`config.mk`:
```
export PLATFORM = sky130hd
export DESIGN_NAME = csc_top
export DESIGN_NICKNAME = d
export VERILOG_FILES = /design/src/csc_pkg.sv /design/src/csc_sync.sv /design/src/csc_pulse.sv /design/src/csc_top.sv
export VERILOG_INCLUDE_DIRS = /design/src /design/src/src
export SDC_FILE = /design/constraint.sdc
export NUM_CORES = 1
export LEC_CHECK = 0
export BUFFER_PORTS_ARGS = -buffer_cell sky130_fd_sc_hd__buf_2
export CORE_ASPECT_RATIO = 0.7
export CORE_MARGIN = 1.5
export CORE_UTILIZATION = 50
export CTS_BUF_LIST = sky130_fd_sc_hd__clkbuf_4 sky130_fd_sc_hd__clkbuf_8 sky130_fd_sc_hd__clkbuf_16
export DETAILED_ROUTE_END_ITERATION = 6
export PLACE_DENSITY_LB_ADDON = 0.3
export RECOVER_POWER = 100
export SLEW_MARGIN = 20
export SYNTH_ARGS = -nofsm -noshare
export SYNTH_HDL_FRONTEND = slang
export SYNTH_SLANG_ARGS = --single-unit
export TNS_END_PERCENT = 50
```
`constraint.sdc`:
```
create_clock -name clk_i -period 4 [get_ports clk_i]
set_input_delay 0.4 -clock clk_i [delete_from_list [all_inputs] [get_ports clk_i]]
set_output_delay 0.4 -clock clk_i [all_outputs]
set_load 0.01 [all_outputs]
```
`src/csc_map.svh`:
```
`ifndef CSC_MAP_SVH
`define CSC_MAP_SVH

`define CSC_CLK_MHZ        125
`define CSC_ALERT_US       256
`define CSC_ALERT_CYC      (`CSC_ALERT_US * `CSC_CLK_MHZ)
`define CSC_BLINK_HZ       1
`define CSC_BLINK_HALF_CYC ((`CSC_CLK_MHZ * 1000000) / (2 * `CSC_BLINK_HZ))

`define CSC_ILIM_500MA     5'h04
`define CSC_ILIM_2A4       5'h17

`define CSC_OFF_CTRL       5'h00
`define CSC_OFF_ILIM       5'h04
`define CSC_OFF_STATUS     5'h08
`define CSC_OFF_INT_STS    5'h0C
`define CSC_OFF_INT_MASK   5'h10

`define CSC_CTRL_CFG       0
`define CSC_CTRL_IND       3:2
`define CSC_CTRL_DP        5:4
`define CSC_CTRL_DM        7:6
`define CSC_CTRL_RST       8'h01
`define CSC_IND_ON         2'h0
`define CSC_ILIM_FLD       4:0
`define CSC_ILIM_OVR       8

`define CSC_IRQ_CHG        0
`define CSC_IRQ_FLT        1
`define CSC_IRQ_PG         2
`define CSC_IRQ_W          3

`endif

```
`src/csc_pkg.sv`:
```
package csc_pkg;

  typedef enum logic [1:0] {
    CSC_ST_IDLE = 2'h0,
    CSC_ST_CHG  = 2'h1,
    CSC_ST_FLT  = 2'h3
  } csc_stat_t;

endpackage : csc_pkg

```
`src/csc_sync.sv`:
```
`timescale 1ns/1ps
`default_nettype none
module csc_sync #(
  parameter int W = 1
) (
  input  wire logic         clk_i,
  input  wire logic         sys_rst_i,
  input  wire logic [W-1:0] d_i,
  output var  logic [W-1:0] q_o
);

  logic [W-1:0] meta_r;

  // The first stage feeds only the second one.
  always_ff @(posedge clk_i or posedge sys_rst_i) begin
    if (sys_rst_i) begin
      meta_r <= '0;
      q_o    <= '0;
    end else begin
      meta_r <= d_i;
      q_o    <= meta_r;
    end
  end

endmodule : csc_sync
`default_nettype wire

```
`src/csc_pulse.sv`:
```
`timescale 1ns/1ps
`default_nettype none
module csc_pulse #(
  parameter int unsigned LEN = 2
) (
  input  wire logic clk_i,
  input  wire logic sys_rst_i,
  input  wire logic start_i,
  output var  logic active_o
);

  localparam int CW = $clog2(LEN + 1);

  logic [CW-1:0] cnt_r;

  // A new start restarts the full length, so a late event still gets a whole pulse.
  always_ff @(posedge clk_i or posedge sys_rst_i) begin
    if (sys_rst_i) begin
      cnt_r    <= '0;
      active_o <= 1'b0;
    end else if (start_i) begin
      cnt_r    <= CW'(LEN);
      active_o <= 1'b1;
    end else if (cnt_r != '0) begin
      cnt_r    <= cnt_r - 1'b1;
      active_o <= (cnt_r != CW'(1));
    end
  end

endmodule : csc_pulse
`default_nettype wire

```
`src/csc_top.sv`:
```
// Chosen here: the Avalon-MM slave port and the address map.
`timescale 1ns/1ps
`default_nettype none
`include "csc_map.svh"
// What this block does
// - Source-select high defaults input limit to 500mA, low defaults to 2.4A.
// - A host-written five-bit limit field replaces the pin-selected default.
// - Input-good drives low only with input in window and limit above 30mA.
// - Charge-status indicator is held low while a charge cycle runs.
// - Charge-status indicator is released when charging is done or asleep.
// - A fault suspension blinks the charge-status indicator at 1Hz, 50% duty.
// - A two-bit indicator-function field lets software disable the indicator.
// - Each status update or fault drives a 256us low pulse on host alert.
// - Charging is enabled only with the config bit set and enable pin low.
// - Each USB data line level follows its own two-bit level-select field.
// - The host alert pulse starts at once, with no host access needed.
module csc_top
  import csc_pkg::*;
#(
  parameter int unsigned ALERT_CYC = `CSC_ALERT_CYC,
  parameter int unsigned HALF_CYC  = `CSC_BLINK_HALF_CYC
) (
  input  wire logic        clk_i,
  input  wire logic        sys_rst_i,
  input  wire logic [4:0]  avs_address_i,
  input  wire logic        avs_read_i,
  input  wire logic        avs_write_i,
  input  wire logic [31:0] avs_writedata_i,
  input  wire logic [3:0]  avs_byteenable_i,
  output var  logic [31:0] avs_readdata_o,
  output var  logic        avs_waitrequest_o,
  output var  logic        irq_o,
  input  wire logic        source_select_i,
  input  wire logic        charge_enable_n_pin_i,
  input  wire logic        vin_above_undervoltage_lockout_i,
  input  wire logic        vin_below_ovp_i,
  input  wire logic        vin_above_sleep_i,
  input  wire logic        ilim_above_30ma_i,
  input  wire logic        charging_i,
  input  wire logic        charge_done_i,
  input  wire logic        sleep_mode_i,
  input  wire logic        fault_i,
  output var  logic [4:0]  input_current_limit_field_o,
  output var  logic        charge_enable_o,
  output var  logic [1:0]  dplus_level_select_o,
  output var  logic [1:0]  dminus_level_select_o,
  output var  logic        input_good_n_oe_o,
  output var  logic        charge_status_oe_o,
  output var  logic        host_alert_n_oe_o
);

  localparam int BW = $clog2(HALF_CYC);

  function automatic logic csc_sel(input logic [4:0] addr, input logic [4:0] off);
    csc_sel = (addr == off);
  endfunction : csc_sel

  logic [5:0]            pin_s;
  logic                  src_sel;
  logic                  nce_s;
  logic                  pg_nxt;
  logic                  pg_r;
  logic [7:0]            ctrl_r;
  logic [4:0]            ilim_r;
  logic                  ovr_r;
  logic [`CSC_IRQ_W-1:0] sts_r;
  logic [`CSC_IRQ_W-1:0] mask_r;
  logic [`CSC_IRQ_W-1:0] ev;
  logic [`CSC_IRQ_W-1:0] w1c;
  logic                  wr_en;
  logic                  ctrl_we;
  logic                  ilim_we;
  logic                  clr_we;
  logic                  mask_we;
  logic [31:0]           rd_mux;
  csc_stat_t             st_r;
  csc_stat_t             st_nxt;
  logic                  stat_drive;
  logic                  ind_on;
  logic [BW-1:0]         blk_cnt_r;
  logic                  blink_r;
  logic                  alert_start;

  // The six source, enable and input-good pins arrive from outside the clock domain and pass two flops first.
  // The enable pin enters inverted, so the cleared synchroniser holds charging off until the pin is seen.
  csc_sync #(
    .W (6)
  ) u_sync (
    .clk_i     (clk_i),
    .sys_rst_i (sys_rst_i),
    .d_i       ({source_select_i, ~charge_enable_n_pin_i, vin_above_undervoltage_lockout_i,
                 vin_below_ovp_i, vin_above_sleep_i, ilim_above_30ma_i}),
    .q_o       (pin_s)
  );

  assign src_sel = pin_s[5];
  assign nce_s   = ~pin_s[4];
  assign pg_nxt  = &pin_s[3:0];
  assign ind_on  = (ctrl_r[`CSC_CTRL_IND] == `CSC_IND_ON);

  // Register bus: one wait cycle, then the access completes.
  assign wr_en   = avs_write_i & ~avs_waitrequest_o & avs_byteenable_i[0];
  assign ctrl_we = wr_en & csc_sel(avs_address_i, `CSC_OFF_CTRL);
  assign ilim_we = wr_en & csc_sel(avs_address_i, `CSC_OFF_ILIM);
  assign clr_we  = wr_en & csc_sel(avs_address_i, `CSC_OFF_INT_STS);
  assign mask_we = wr_en & csc_sel(avs_address_i, `CSC_OFF_INT_MASK);
  assign w1c     = clr_we ? avs_writedata_i[`CSC_IRQ_W-1:0] : '0;

  always_ff @(posedge clk_i or posedge sys_rst_i) begin
    if (sys_rst_i) begin
      avs_waitrequest_o <= 1'b1;
    end else begin
      avs_waitrequest_o <= ~((avs_read_i | avs_write_i) & avs_waitrequest_o);
    end
  end

  always_comb begin
    rd_mux = '0;
    if (csc_sel(avs_address_i, `CSC_OFF_CTRL)) begin
      rd_mux[7:0] = ctrl_r;
    end else if (csc_sel(avs_address_i, `CSC_OFF_ILIM)) begin
      rd_mux[`CSC_ILIM_FLD] = ilim_r;
      rd_mux[`CSC_ILIM_OVR] = ovr_r;
    end else if (csc_sel(avs_address_i, `CSC_OFF_STATUS)) begin
      rd_mux[5:0] = {host_alert_n_oe_o, st_r, pg_r, charge_enable_o, src_sel};
    end else if (csc_sel(avs_address_i, `CSC_OFF_INT_STS)) begin
      rd_mux[`CSC_IRQ_W-1:0] = sts_r;
    end else if (csc_sel(avs_address_i, `CSC_OFF_INT_MASK)) begin
      rd_mux[`CSC_IRQ_W-1:0] = mask_r;
    end
  end

  // Data is loaded in the wait cycle so it already stands when waitrequest drops.
  always_ff @(posedge clk_i or posedge sys_rst_i) begin
    if (sys_rst_i) begin
      avs_readdata_o <= '0;
    end else if (avs_read_i & avs_waitrequest_o) begin
      avs_readdata_o <= rd_mux;
    end
  end

  always_ff @(posedge clk_i or posedge sys_rst_i) begin
    if (sys_rst_i) begin
      ctrl_r <= `CSC_CTRL_RST;
    end else if (ctrl_we) begin
      ctrl_r <= avs_writedata_i[7:0];
    end
  end

  // A host write latches the override for good; only reset returns to the pin default.
  always_ff @(posedge clk_i or posedge sys_rst_i) begin
    if (sys_rst_i) begin
      ilim_r <= '0;
      ovr_r  <= 1'b0;
    end else if (ilim_we) begin
      ilim_r <= avs_writedata_i[`CSC_ILIM_FLD];
      ovr_r  <= 1'b1;
    end
  end

  always_ff @(posedge clk_i or posedge sys_rst_i) begin
    if (sys_rst_i) begin
      input_current_limit_field_o <= `CSC_ILIM_2A4;
    end else if (ovr_r) begin
      input_current_limit_field_o <= ilim_r;
    end else begin
      input_current_limit_field_o <= src_sel ? `CSC_ILIM_500MA : `CSC_ILIM_2A4;
    end
  end

  always_ff @(posedge clk_i or posedge sys_rst_i) begin
    if (sys_rst_i) begin
      charge_enable_o <= 1'b0;
    end else begin
      charge_enable_o <= ctrl_r[`CSC_CTRL_CFG] & ~nce_s;
    end
  end

  assign dplus_level_select_o  = ctrl_r[`CSC_CTRL_DP];
  assign dminus_level_select_o = ctrl_r[`CSC_CTRL_DM];

  always_ff @(posedge clk_i or posedge sys_rst_i) begin
    if (sys_rst_i) begin
      pg_r              <= 1'b0;
      input_good_n_oe_o <= 1'b0;
    end else begin
      pg_r              <= pg_nxt;
      input_good_n_oe_o <= pg_nxt;
    end
  end

  // A fault outranks an active charge; done or sleep releases the indicator.
  always_comb begin
    if (fault_i) begin
      st_nxt = CSC_ST_FLT;
    end else if (charging_i & ~charge_done_i & ~sleep_mode_i) begin
      st_nxt = CSC_ST_CHG;
    end else begin
      st_nxt = CSC_ST_IDLE;
    end
  end

  always_ff @(posedge clk_i or posedge sys_rst_i) begin
    if (sys_rst_i) begin
      st_r <= CSC_ST_IDLE;
    end else begin
      st_r <= st_nxt;
    end
  end

  // The blink starts low on fault entry so the host sees the first edge at once.
  always_ff @(posedge clk_i or posedge sys_rst_i) begin
    if (sys_rst_i) begin
      blk_cnt_r <= '0;
      blink_r   <= 1'b1;
    end else if (st_r != CSC_ST_FLT) begin
      blk_cnt_r <= '0;
      blink_r   <= 1'b1;
    end else if (blk_cnt_r == BW'(HALF_CYC - 1)) begin
      blk_cnt_r <= '0;
      blink_r   <= ~blink_r;
    end else begin
      blk_cnt_r <= blk_cnt_r + 1'b1;
    end
  end

  always_comb begin
    unique case (st_r)
      CSC_ST_IDLE: stat_drive = 1'b0;
      CSC_ST_CHG:  stat_drive = 1'b1;
      CSC_ST_FLT:  stat_drive = blink_r;
      default:     stat_drive = 1'b0;
    endcase
  end

  always_ff @(posedge clk_i or posedge sys_rst_i) begin
    if (sys_rst_i) begin
      charge_status_oe_o <= 1'b0;
    end else begin
      charge_status_oe_o <= ind_on & stat_drive;
    end
  end

  assign ev[`CSC_IRQ_CHG] = (st_nxt != st_r);
  assign ev[`CSC_IRQ_FLT] = (st_nxt == CSC_ST_FLT) & (st_r != CSC_ST_FLT);
  assign ev[`CSC_IRQ_PG]  = (pg_nxt != pg_r);
  // The alert ignores the mask; the mask only gates the bus interrupt.
  assign alert_start      = |ev;

  csc_pulse #(
    .LEN (ALERT_CYC)
  ) u_alert (
    .clk_i     (clk_i),
    .sys_rst_i (sys_rst_i),
    .start_i   (alert_start),
    .active_o  (host_alert_n_oe_o)
  );

  // A new event in the clearing cycle survives, because the set term is applied last.
  always_ff @(posedge clk_i or posedge sys_rst_i) begin
    if (sys_rst_i) begin
      sts_r <= '0;
    end else begin
      sts_r <= (sts_r & ~w1c) | ev;
    end
  end

  always_ff @(posedge clk_i or posedge sys_rst_i) begin
    if (sys_rst_i) begin
      mask_r <= '0;
    end else if (mask_we) begin
      mask_r <= avs_writedata_i[`CSC_IRQ_W-1:0];
    end
  end

  always_ff @(posedge clk_i or posedge sys_rst_i) begin
    if (sys_rst_i) begin
      irq_o <= 1'b0;
    end else begin
      irq_o <= |(sts_r & mask_r);
    end
  end

  // Checking helpers.
  int unsigned alert_len_q;
  logic        pg_pins;

  assign pg_pins = vin_above_undervoltage_lockout_i & vin_below_ovp_i & vin_above_sleep_i & ilim_above_30ma_i;

  always_ff @(posedge clk_i or posedge sys_rst_i) begin
    if (sys_rst_i) begin
      alert_len_q <= 0;
    end else if (alert_start) begin
      alert_len_q <= 1;
    end else if (host_alert_n_oe_o) begin
      alert_len_q <= alert_len_q + 1;
    end else begin
      alert_len_q <= 0;
    end
  end
endmodule : csc_top
`default_nettype wire

```
==> metrics, run 1 <==
status complete, but fails checks; failing checks max-capacitance violations, max-slew violations; worst skew pair latency 0.34 ns; vias in the first global route 3024; Worst Setup EP ctrl_r[2]; Site Rows 28; remaining antenna violation count 0; core area between 8000 and 9000 um2; average wire per standard cell 14.7 um; htree depth 3; Clock Tree Root clkbuf_16; final period utilization between 60 and 70%; RR Endpoint ctrl_r[2]; async set-reset flop share out of synthesis 100%; Placed Instance Area 4810 um2; gr busiest metal met2; die height about 83 um; max-slew violation count 65; initial antenna violation count 0; vias per inst 5.47; Worst EP arrival 3.00 ns; slowest stage delay, CP 1.49 ns; total I/O pin count between 100 and 150; worst setup path start avs_address_i[4]; Int Power 1.67 mW; MaxCap Viol Count 2; gr usage total 19.7%; Hold Path Class input port to register; Comb pwr share 9.6%; grt total ovfl 0; # nets final 544; DRT Pass-1 Iters 5; Setup crit start kind input port; PD cells 431 nW/um2; Yosys top cell area share 48.8%; Clk pwr share 41.8%; Horiz. Die Dim 117 um; top-count cell post-synth dfrtp_1; CP cell instances clkbuf_1, or3_1, nor4_1, mux2_2; layout cells sized above 1 approximately an eighth; PostCTS Resize Cnt 0; Final min period 2.77 ns; via count 3339; Syn. warnings 0; met1 Use GR 28.2%; switching share of power 23.5%; placer congestion estimate 0.856; max_slew headroom -63.0%; area leader, netlist dfrtp_1; Seq cells post-synth 96; Post-route DRC 0; sequential area share after synthesis 52.8%; Finished Cell Area 5070 um2; met3 usage in global routing under 10%; unrepaired setup endpoints after global routing false; peak supply drop 0.195 mV; Design Power between 2 and 2.5 mW; diode count 0; Max Fanout on Critical Path 9; Seq pwr share 48.6%; Main synth FF type dfrtp_1; die area 9720 um2; Post-synth EDFFs 0; Clock Tree Buf Depth 2; final setup TNS 0 ns; Post-synth top cells 89 x dfrtp_1, 33 x nand2_1, 32 x o21ai_0; crit end category register; Avg Inst Size Synth between 10 and 15 um2; CTS tree built; largest net degree at the start of global routing 56; Initial Utilization 52.7%; hold slack 0.157 ns; R2R cell count 3; Clock transition at path regs ~0.06 ns; Critical Path RT 4.23 ns; setup violators final 0; met2 track demand over resource 29.1%; area delta synth->final 11.1%; post-synth cell types 51; skew final 0.00412 ns; Worst-Margin Slew 2.43 ns; fillcell total ~770; Final Routed Wirelength ~9000 um; Hold Buf Count CTS 0; Worst Setup Path Type input port to register; CP max stage cell nor4_1; Detail Placement HPWL 6240 um; cts bufs inserted 9; Final Hold Fails 0; first-pass GRT wire length ~15000 um; sinks on the clock net 96; reg2reg setup slack 1.35 ns; mapped cell area 4560 um2; IO Port Bufs 51; Lkg Pwr about 2.2 nW; synth top area cells dfrtp_1 49%, buf_4 4.4%, dfstp_2 4.0%; fmax 361 MHz; iteration-0 DRC count of the detailed router around 220; net switching power 513 uW; Syn Inst Count 442; Post-CTS Setup Inserts 0; r2r startpoint avs_waitrequest_o
## cells by family (layout without fill, tap and decap cells)
family | Yosys count | after routing | synth area share [%]
buffers and inverters | 58 | 84 | 7.16
adder cells (fa/ha/maj) | 3 | 3 | 0.823
AND/OR/NAND/NOR | 165 | 165 | 20.5
multiplexers | 18 | 18 | 4.36
AO/OA/AOI/OAI | 86 | 86 | 11.4
XOR/XNOR | 15 | 15 | 2.88
flip-flops | 96 | 96 | 52.8
other | 1 | 23 | 0.0822
## registers in the layout, indices dropped and copies added (netlist names)
signal	cells
blk_cnt_r	26
u_alert.cnt_r	15
avs_readdata_o	9
ctrl_r	8
u_sync.meta_r	6
u_sync.q_o	6
ilim_r	5
input_current_limit_field_o	5
mask_r	3
sts_r	3
st_r	2
avs_waitrequest_o	1
blink_r	1
charge_enable_o	1
charge_status_oe_o	1
irq_o	1
ovr_r	1
pg_r	1
u_alert.active_o	1
## final cells by class
cell class	count	area, um2	share of cell area (%)
Tap cell	120	150	2.96
Multi-Input combinational cell	310	1890	37.2
Inverter	16	61.3	1.21
Sequential cell	96	2410	47.6
Clock inverter	3	67.6	1.33
Clock buffer	12	248	4.89
Timing Repair Buffer	53	245	4.84
## cell usage in the layout, fill, tap and decap left out, types with 21 or more instances in the layout
master and n:
conb_1 23, or3_1 21, a21oi_1 21, nor2_1 28, nand2_1 33, clkbuf_1 28
buf_2 24, dfrtp_1 89, o21ai_0 34
## per-stage QoR
stage          setup WS, ns  instances  util [%]
2_1_floorplan          1.11        464         -
3_3_place_gp           1.81        595      55.6
3_5_place_dp           1.78        595      55.6
4_1_cts                1.79        610      59.3
5_1_grt                1.08        610      58.6
6_report               1.23        610      58.6
## routing by layer
| layer | up-vias | wire, um |
|---|---|---|
| met3 | 10 | 447 |
| met5 | - | 0 |
| met2 | 102 | 4050 |
| met1 | 1601 | 4300 |
| li1 | 1626 | - |
| met4 | 0 | 153 |
## worst max-delay path, delay by kind of cell
kind	cells	cell delay, ns
buffers and inverters	1	0.15
multiplexers	1	0.45
AND/OR/NAND/NOR	2	2.00
## worst min path at each step
stage                      start          endpoint  slack [ns]  cells past startpoint
3_3_place_gp    u_sync.meta_r[4]     u_sync.q_o[4]        0.33                      0
6_report       vin_above_sleep_i  u_sync.meta_r[1]        0.16                      1
2_1_floorplan   u_sync.meta_r[0]     u_sync.q_o[0]        0.33                      0
3_5_place_dp    u_sync.meta_r[2]     u_sync.q_o[2]        0.33                      0
5_1_grt          source_select_i  u_sync.meta_r[5]        0.15                      1
4_1_cts        vin_above_sleep_i  u_sync.meta_r[1]        0.15                      1
## power by group through the flow
stage	combinational (mW)	sequential [mW]	clock (mW)
detailed placement	0.217	1.08	0
finish	0.209	1.06	0.914
CTS	0.219	1.06	0.931
global placement	0.213	1.08	0
global route	0.238	1.07	0.976
floorplan	0.169	1.07	0
Note: power is estimated with default switching activity, not from simulation.
==> run 2, diff against run 1 <==
- ABC_AREA: default -> 1
- clock period: 4 -> 2.65 ns (I/O delays scaled with it)
==> run 2 against run 1 <==
  * The run still ends with max-capacitance violations, max-slew violations left
  * Register-to-register slack worse by 0.85 ns
  * Highest routed layer unchanged
  * Total power is 54% higher
  * Largest cell class unchanged
  * Sequential power is 53% higher
  * Clock skew increased by 0.0038 ns
  * Synthesized cell count rose by 42%
  * Clock power grew 48%
  * Utilization down 2.5 points
  * Largest power group unchanged
==> metrics, run 2 <==
status complete, but fails checks; failing checks max-capacitance violations, max-slew violations; Worst Setup Path Type register to register; Max Fanout on Critical Path 12 (+3); PostCTS Resize Cnt 0 (unchanged); unrepaired setup endpoints after global routing false; Largest Register blk_cnt_r; largest registers blk_cnt_r x26, u_alert.cnt_r x15, avs_readdata_o x9; CP max stage cell dfrtp_1; gr usage total 22.0% (+2.3 points); placer congestion estimate 0.972 (+14%); Horiz. Die Dim 123 um (+5.0%); Post-route DRC 0 (unchanged); CTS tree built; Syn. warnings 0 (unchanged); Worst-Margin Slew 2.07 ns (-0.365 ns); Main synth FF type dfrtp_1; iteration-0 DRC count of the detailed router 351 (+59%); setup violators final 0 (unchanged); average wire per standard cell 13.4 um (-8.5%); Hold Path Class input port to register; Avg Inst Size Synth 8.03 um2 (-22%); most frequent cells in the layout 170 x nand2_1, 103 x nor2_1, 89 x dfrtp_1, 55 x inv_1, 44 x nand3_1; synth top area cells dfrtp_1 44%, nand2_1 12%, nor2_1 7.5%; CP delay by family, top simple AND/OR/NAND/NOR gates; worst skew pair latency 0.35 ns (about the same); async set-reset flop share out of synthesis 100% (unchanged); reg2reg setup slack 0.50 ns (-0.85 ns); net switching power 927 uW (+81%); final period utilization 81.3%; MaxCap Viol Count 1 (-1); top-count cell post-synth nand2_1; total I/O pin count 102 (unchanged); skew final 0.00793 ns (+0.00381 ns); post-synth cell types 37 (-27%); die height 87.0 um (+5.0%); Inst Count DP 797 (+34%); via count 4104 (+23%); core area 9760 um2 (+13%); switching share of power 27.6% (+4.2 points); Clock Tree Buf Depth 2 (unchanged); # nets final 738 (+36%); mapped cell area 5040 um2 (+11%); max_slew headroom -37.8% (+25 points); remaining antenna violation count 0 (unchanged); initial antenna violation count 0 (unchanged); peak supply drop 0.388 mV (+98%); FF/Latch Area 2410 um2 (unchanged); die area 10700 um2 (+10%); Worst EP arrival 2.38 ns (-0.62 ns); cts bufs inserted 9 (unchanged); Clock transition at path regs 0.07 ns (about the same); Hold Buf Count CTS 0 (unchanged); crit end category register; layout cells sized above 1 11.4% (-1.5 points); Post-CTS Setup Inserts 0 (unchanged); commonest non-fill, non-tap cell in the layout nand2_1; Setup crit start kind register; Int Power 2.43 mW (+45%); sinks on the clock net 96 (unchanged); diode count 0 (unchanged); Clk pwr share 40.2% (-1.6 points); max-slew violation count 97 (+49%); htree depth 3 (unchanged); Critical Path RT 2.87 ns (-1.36 ns); Multi-input gate area 2120 um2 (+13%); Detail Placement HPWL 8030 um (+29%); Final Routed Wirelength 10900 um (+22%); Initial Utilization 51.7% (-1.0 points); Crit path top cell by count nand2_1; IO Port Bufs 51 (unchanged); fmax 464 MHz; area leader, netlist dfrtp_1; largest net degree at the start of global routing 97 (+73%); PD cells 613 nW/um2 (+42%); Final min period 2.15 ns; vias per inst 5.05 (-7.8%); DRT Pass-1 Iters 5 (unchanged); Yosys top cell area share 44.1% (-4.7 points); Clock Tree Root clkbuf_16; vias in the first global route 3778 (+25%); Final Hold Fails 0 (unchanged); sequential area share after synthesis 47.8% (-5.0 points); Largest register FFs 26 (unchanged); Comb pwr share 11.5% (+1.9 points); area delta synth->final 8.51%; final setup TNS 0 ns (unchanged); Post-synth top cells 166 x nand2_1, 101 x nor2_1, 89 x dfrtp_1; CP bufs+invs 0 (-1); grt total ovfl 0 (unchanged); Lkg Pwr 2.47 nW (+14%); Post-synth EDFFs 0 (unchanged); slowest stage delay, CP 0.45 ns (-1.04 ns); fillcell total 977 (+27%); first-pass GRT wire length 18100 um (+22%); CP cell instances ha_1, nand2_1, nor2_4, nand3_1, nor2_1, nand2_1, nand2_1, a21oi_1; Syn Inst Count 628 (+42%); Seq cells post-synth 96 (unchanged); Final Non-Filler Cells 813 (+33%); Seq pwr share 48.3% (-0.3 points); Site Rows 30 (+7.1%)
run 2: cell types whose count changed in the layout (fill, tap and decap cells not counted), sizes merged, moves of 9 or more:
cell / change
or3: -21
o21ai: -11
xor2: -9
nand2: +141
nor2: +91
mux2: -15
nand3: +35
inv: +46
run 2: power by group through the flow:
| stage | Sequential, mW | Combinational, mW | Clock, mW |
|---|---|---|---|
| finish | 1.62 | 0.386 | 1.35 |
| global route | 1.63 | 0.453 | 1.43 |
| CTS | 1.62 | 0.433 | 1.39 |
| detailed placement | 1.65 | 0.431 | 0 |
| global placement | 1.64 | 0.419 | 0 |
| floorplan | 1.65 | 0.327 | 0 |
run 2: routing by layer:
metal	share of wire (%)	vias up	global-route usage, %
met2	43	136	31.6
met3	7.8	7	5.37
met5	0	-	0
met1	48	1907	32.8
met4	0.85	0	6.69
li1	-	2054	-
run 2: path summary, 6_finish.rpt:
check,cells past startpoint,to,startpoint
max,8,blk_cnt_r[5],blk_cnt_r[0]
max in group asynchronous,3,avs_readdata_o[6],sys_rst_i
max reg2reg,8,blk_cnt_r[5],blk_cnt_r[0]
min reg2reg,0,u_sync.q_o[3],u_sync.meta_r[3]
min in group asynchronous,3,u_sync.q_o[1],sys_rst_i
min,1,u_sync.meta_r[1],vin_above_sleep_i
run 2: metrics by stage:
stage               utilization [%]  cell area [um2]  setup slack (ns)  power, mW  hold slack (ns)
global route                   56.1             5470             0.282       3.52          0.00739
finish                         56.1             5470             0.497       3.36           0.0162
floorplan                         -             5130              1.15       1.97            0.296
CTS                            57.5             5620             0.533       3.44          0.00529
detailed placement             54.3             5300             0.542       2.08            0.335
global placement               54.3             5300             0.624       2.06            0.336
run 2: cells by family (layout without fill, tap and decap cells):
| kind of cell | after synthesis | after routing | share of synthesized area, % |
|---|---|---|---|
| buffers and inverters | 95 | 130 | 10.0 |
| AND/OR/NAND/NOR | 379 | 379 | 34.2 |
| AO/OA/AOI/OAI | 47 | 47 | 5.98 |
| XOR/XNOR | 7 | 7 | 1.22 |
| other | 1 | 23 | 0.0743 |
| adder cells (fa/ha/maj) | 3 | 3 | 0.744 |
| flip-flops | 96 | 96 | 47.8 |
run 2: layout make-up:
| type | instances | area share, % |
|---|---|---|
| clock buffers | 9 | 4.11 |
| clock inverters | 7 | 1.58 |
| inverters | 59 | 4.11 |
| multi-input cells | 459 | 38.8 |
| flip-flops and latches | 96 | 44.0 |
| well taps | 128 | 2.93 |
| repair buffers | 55 | 4.43 |
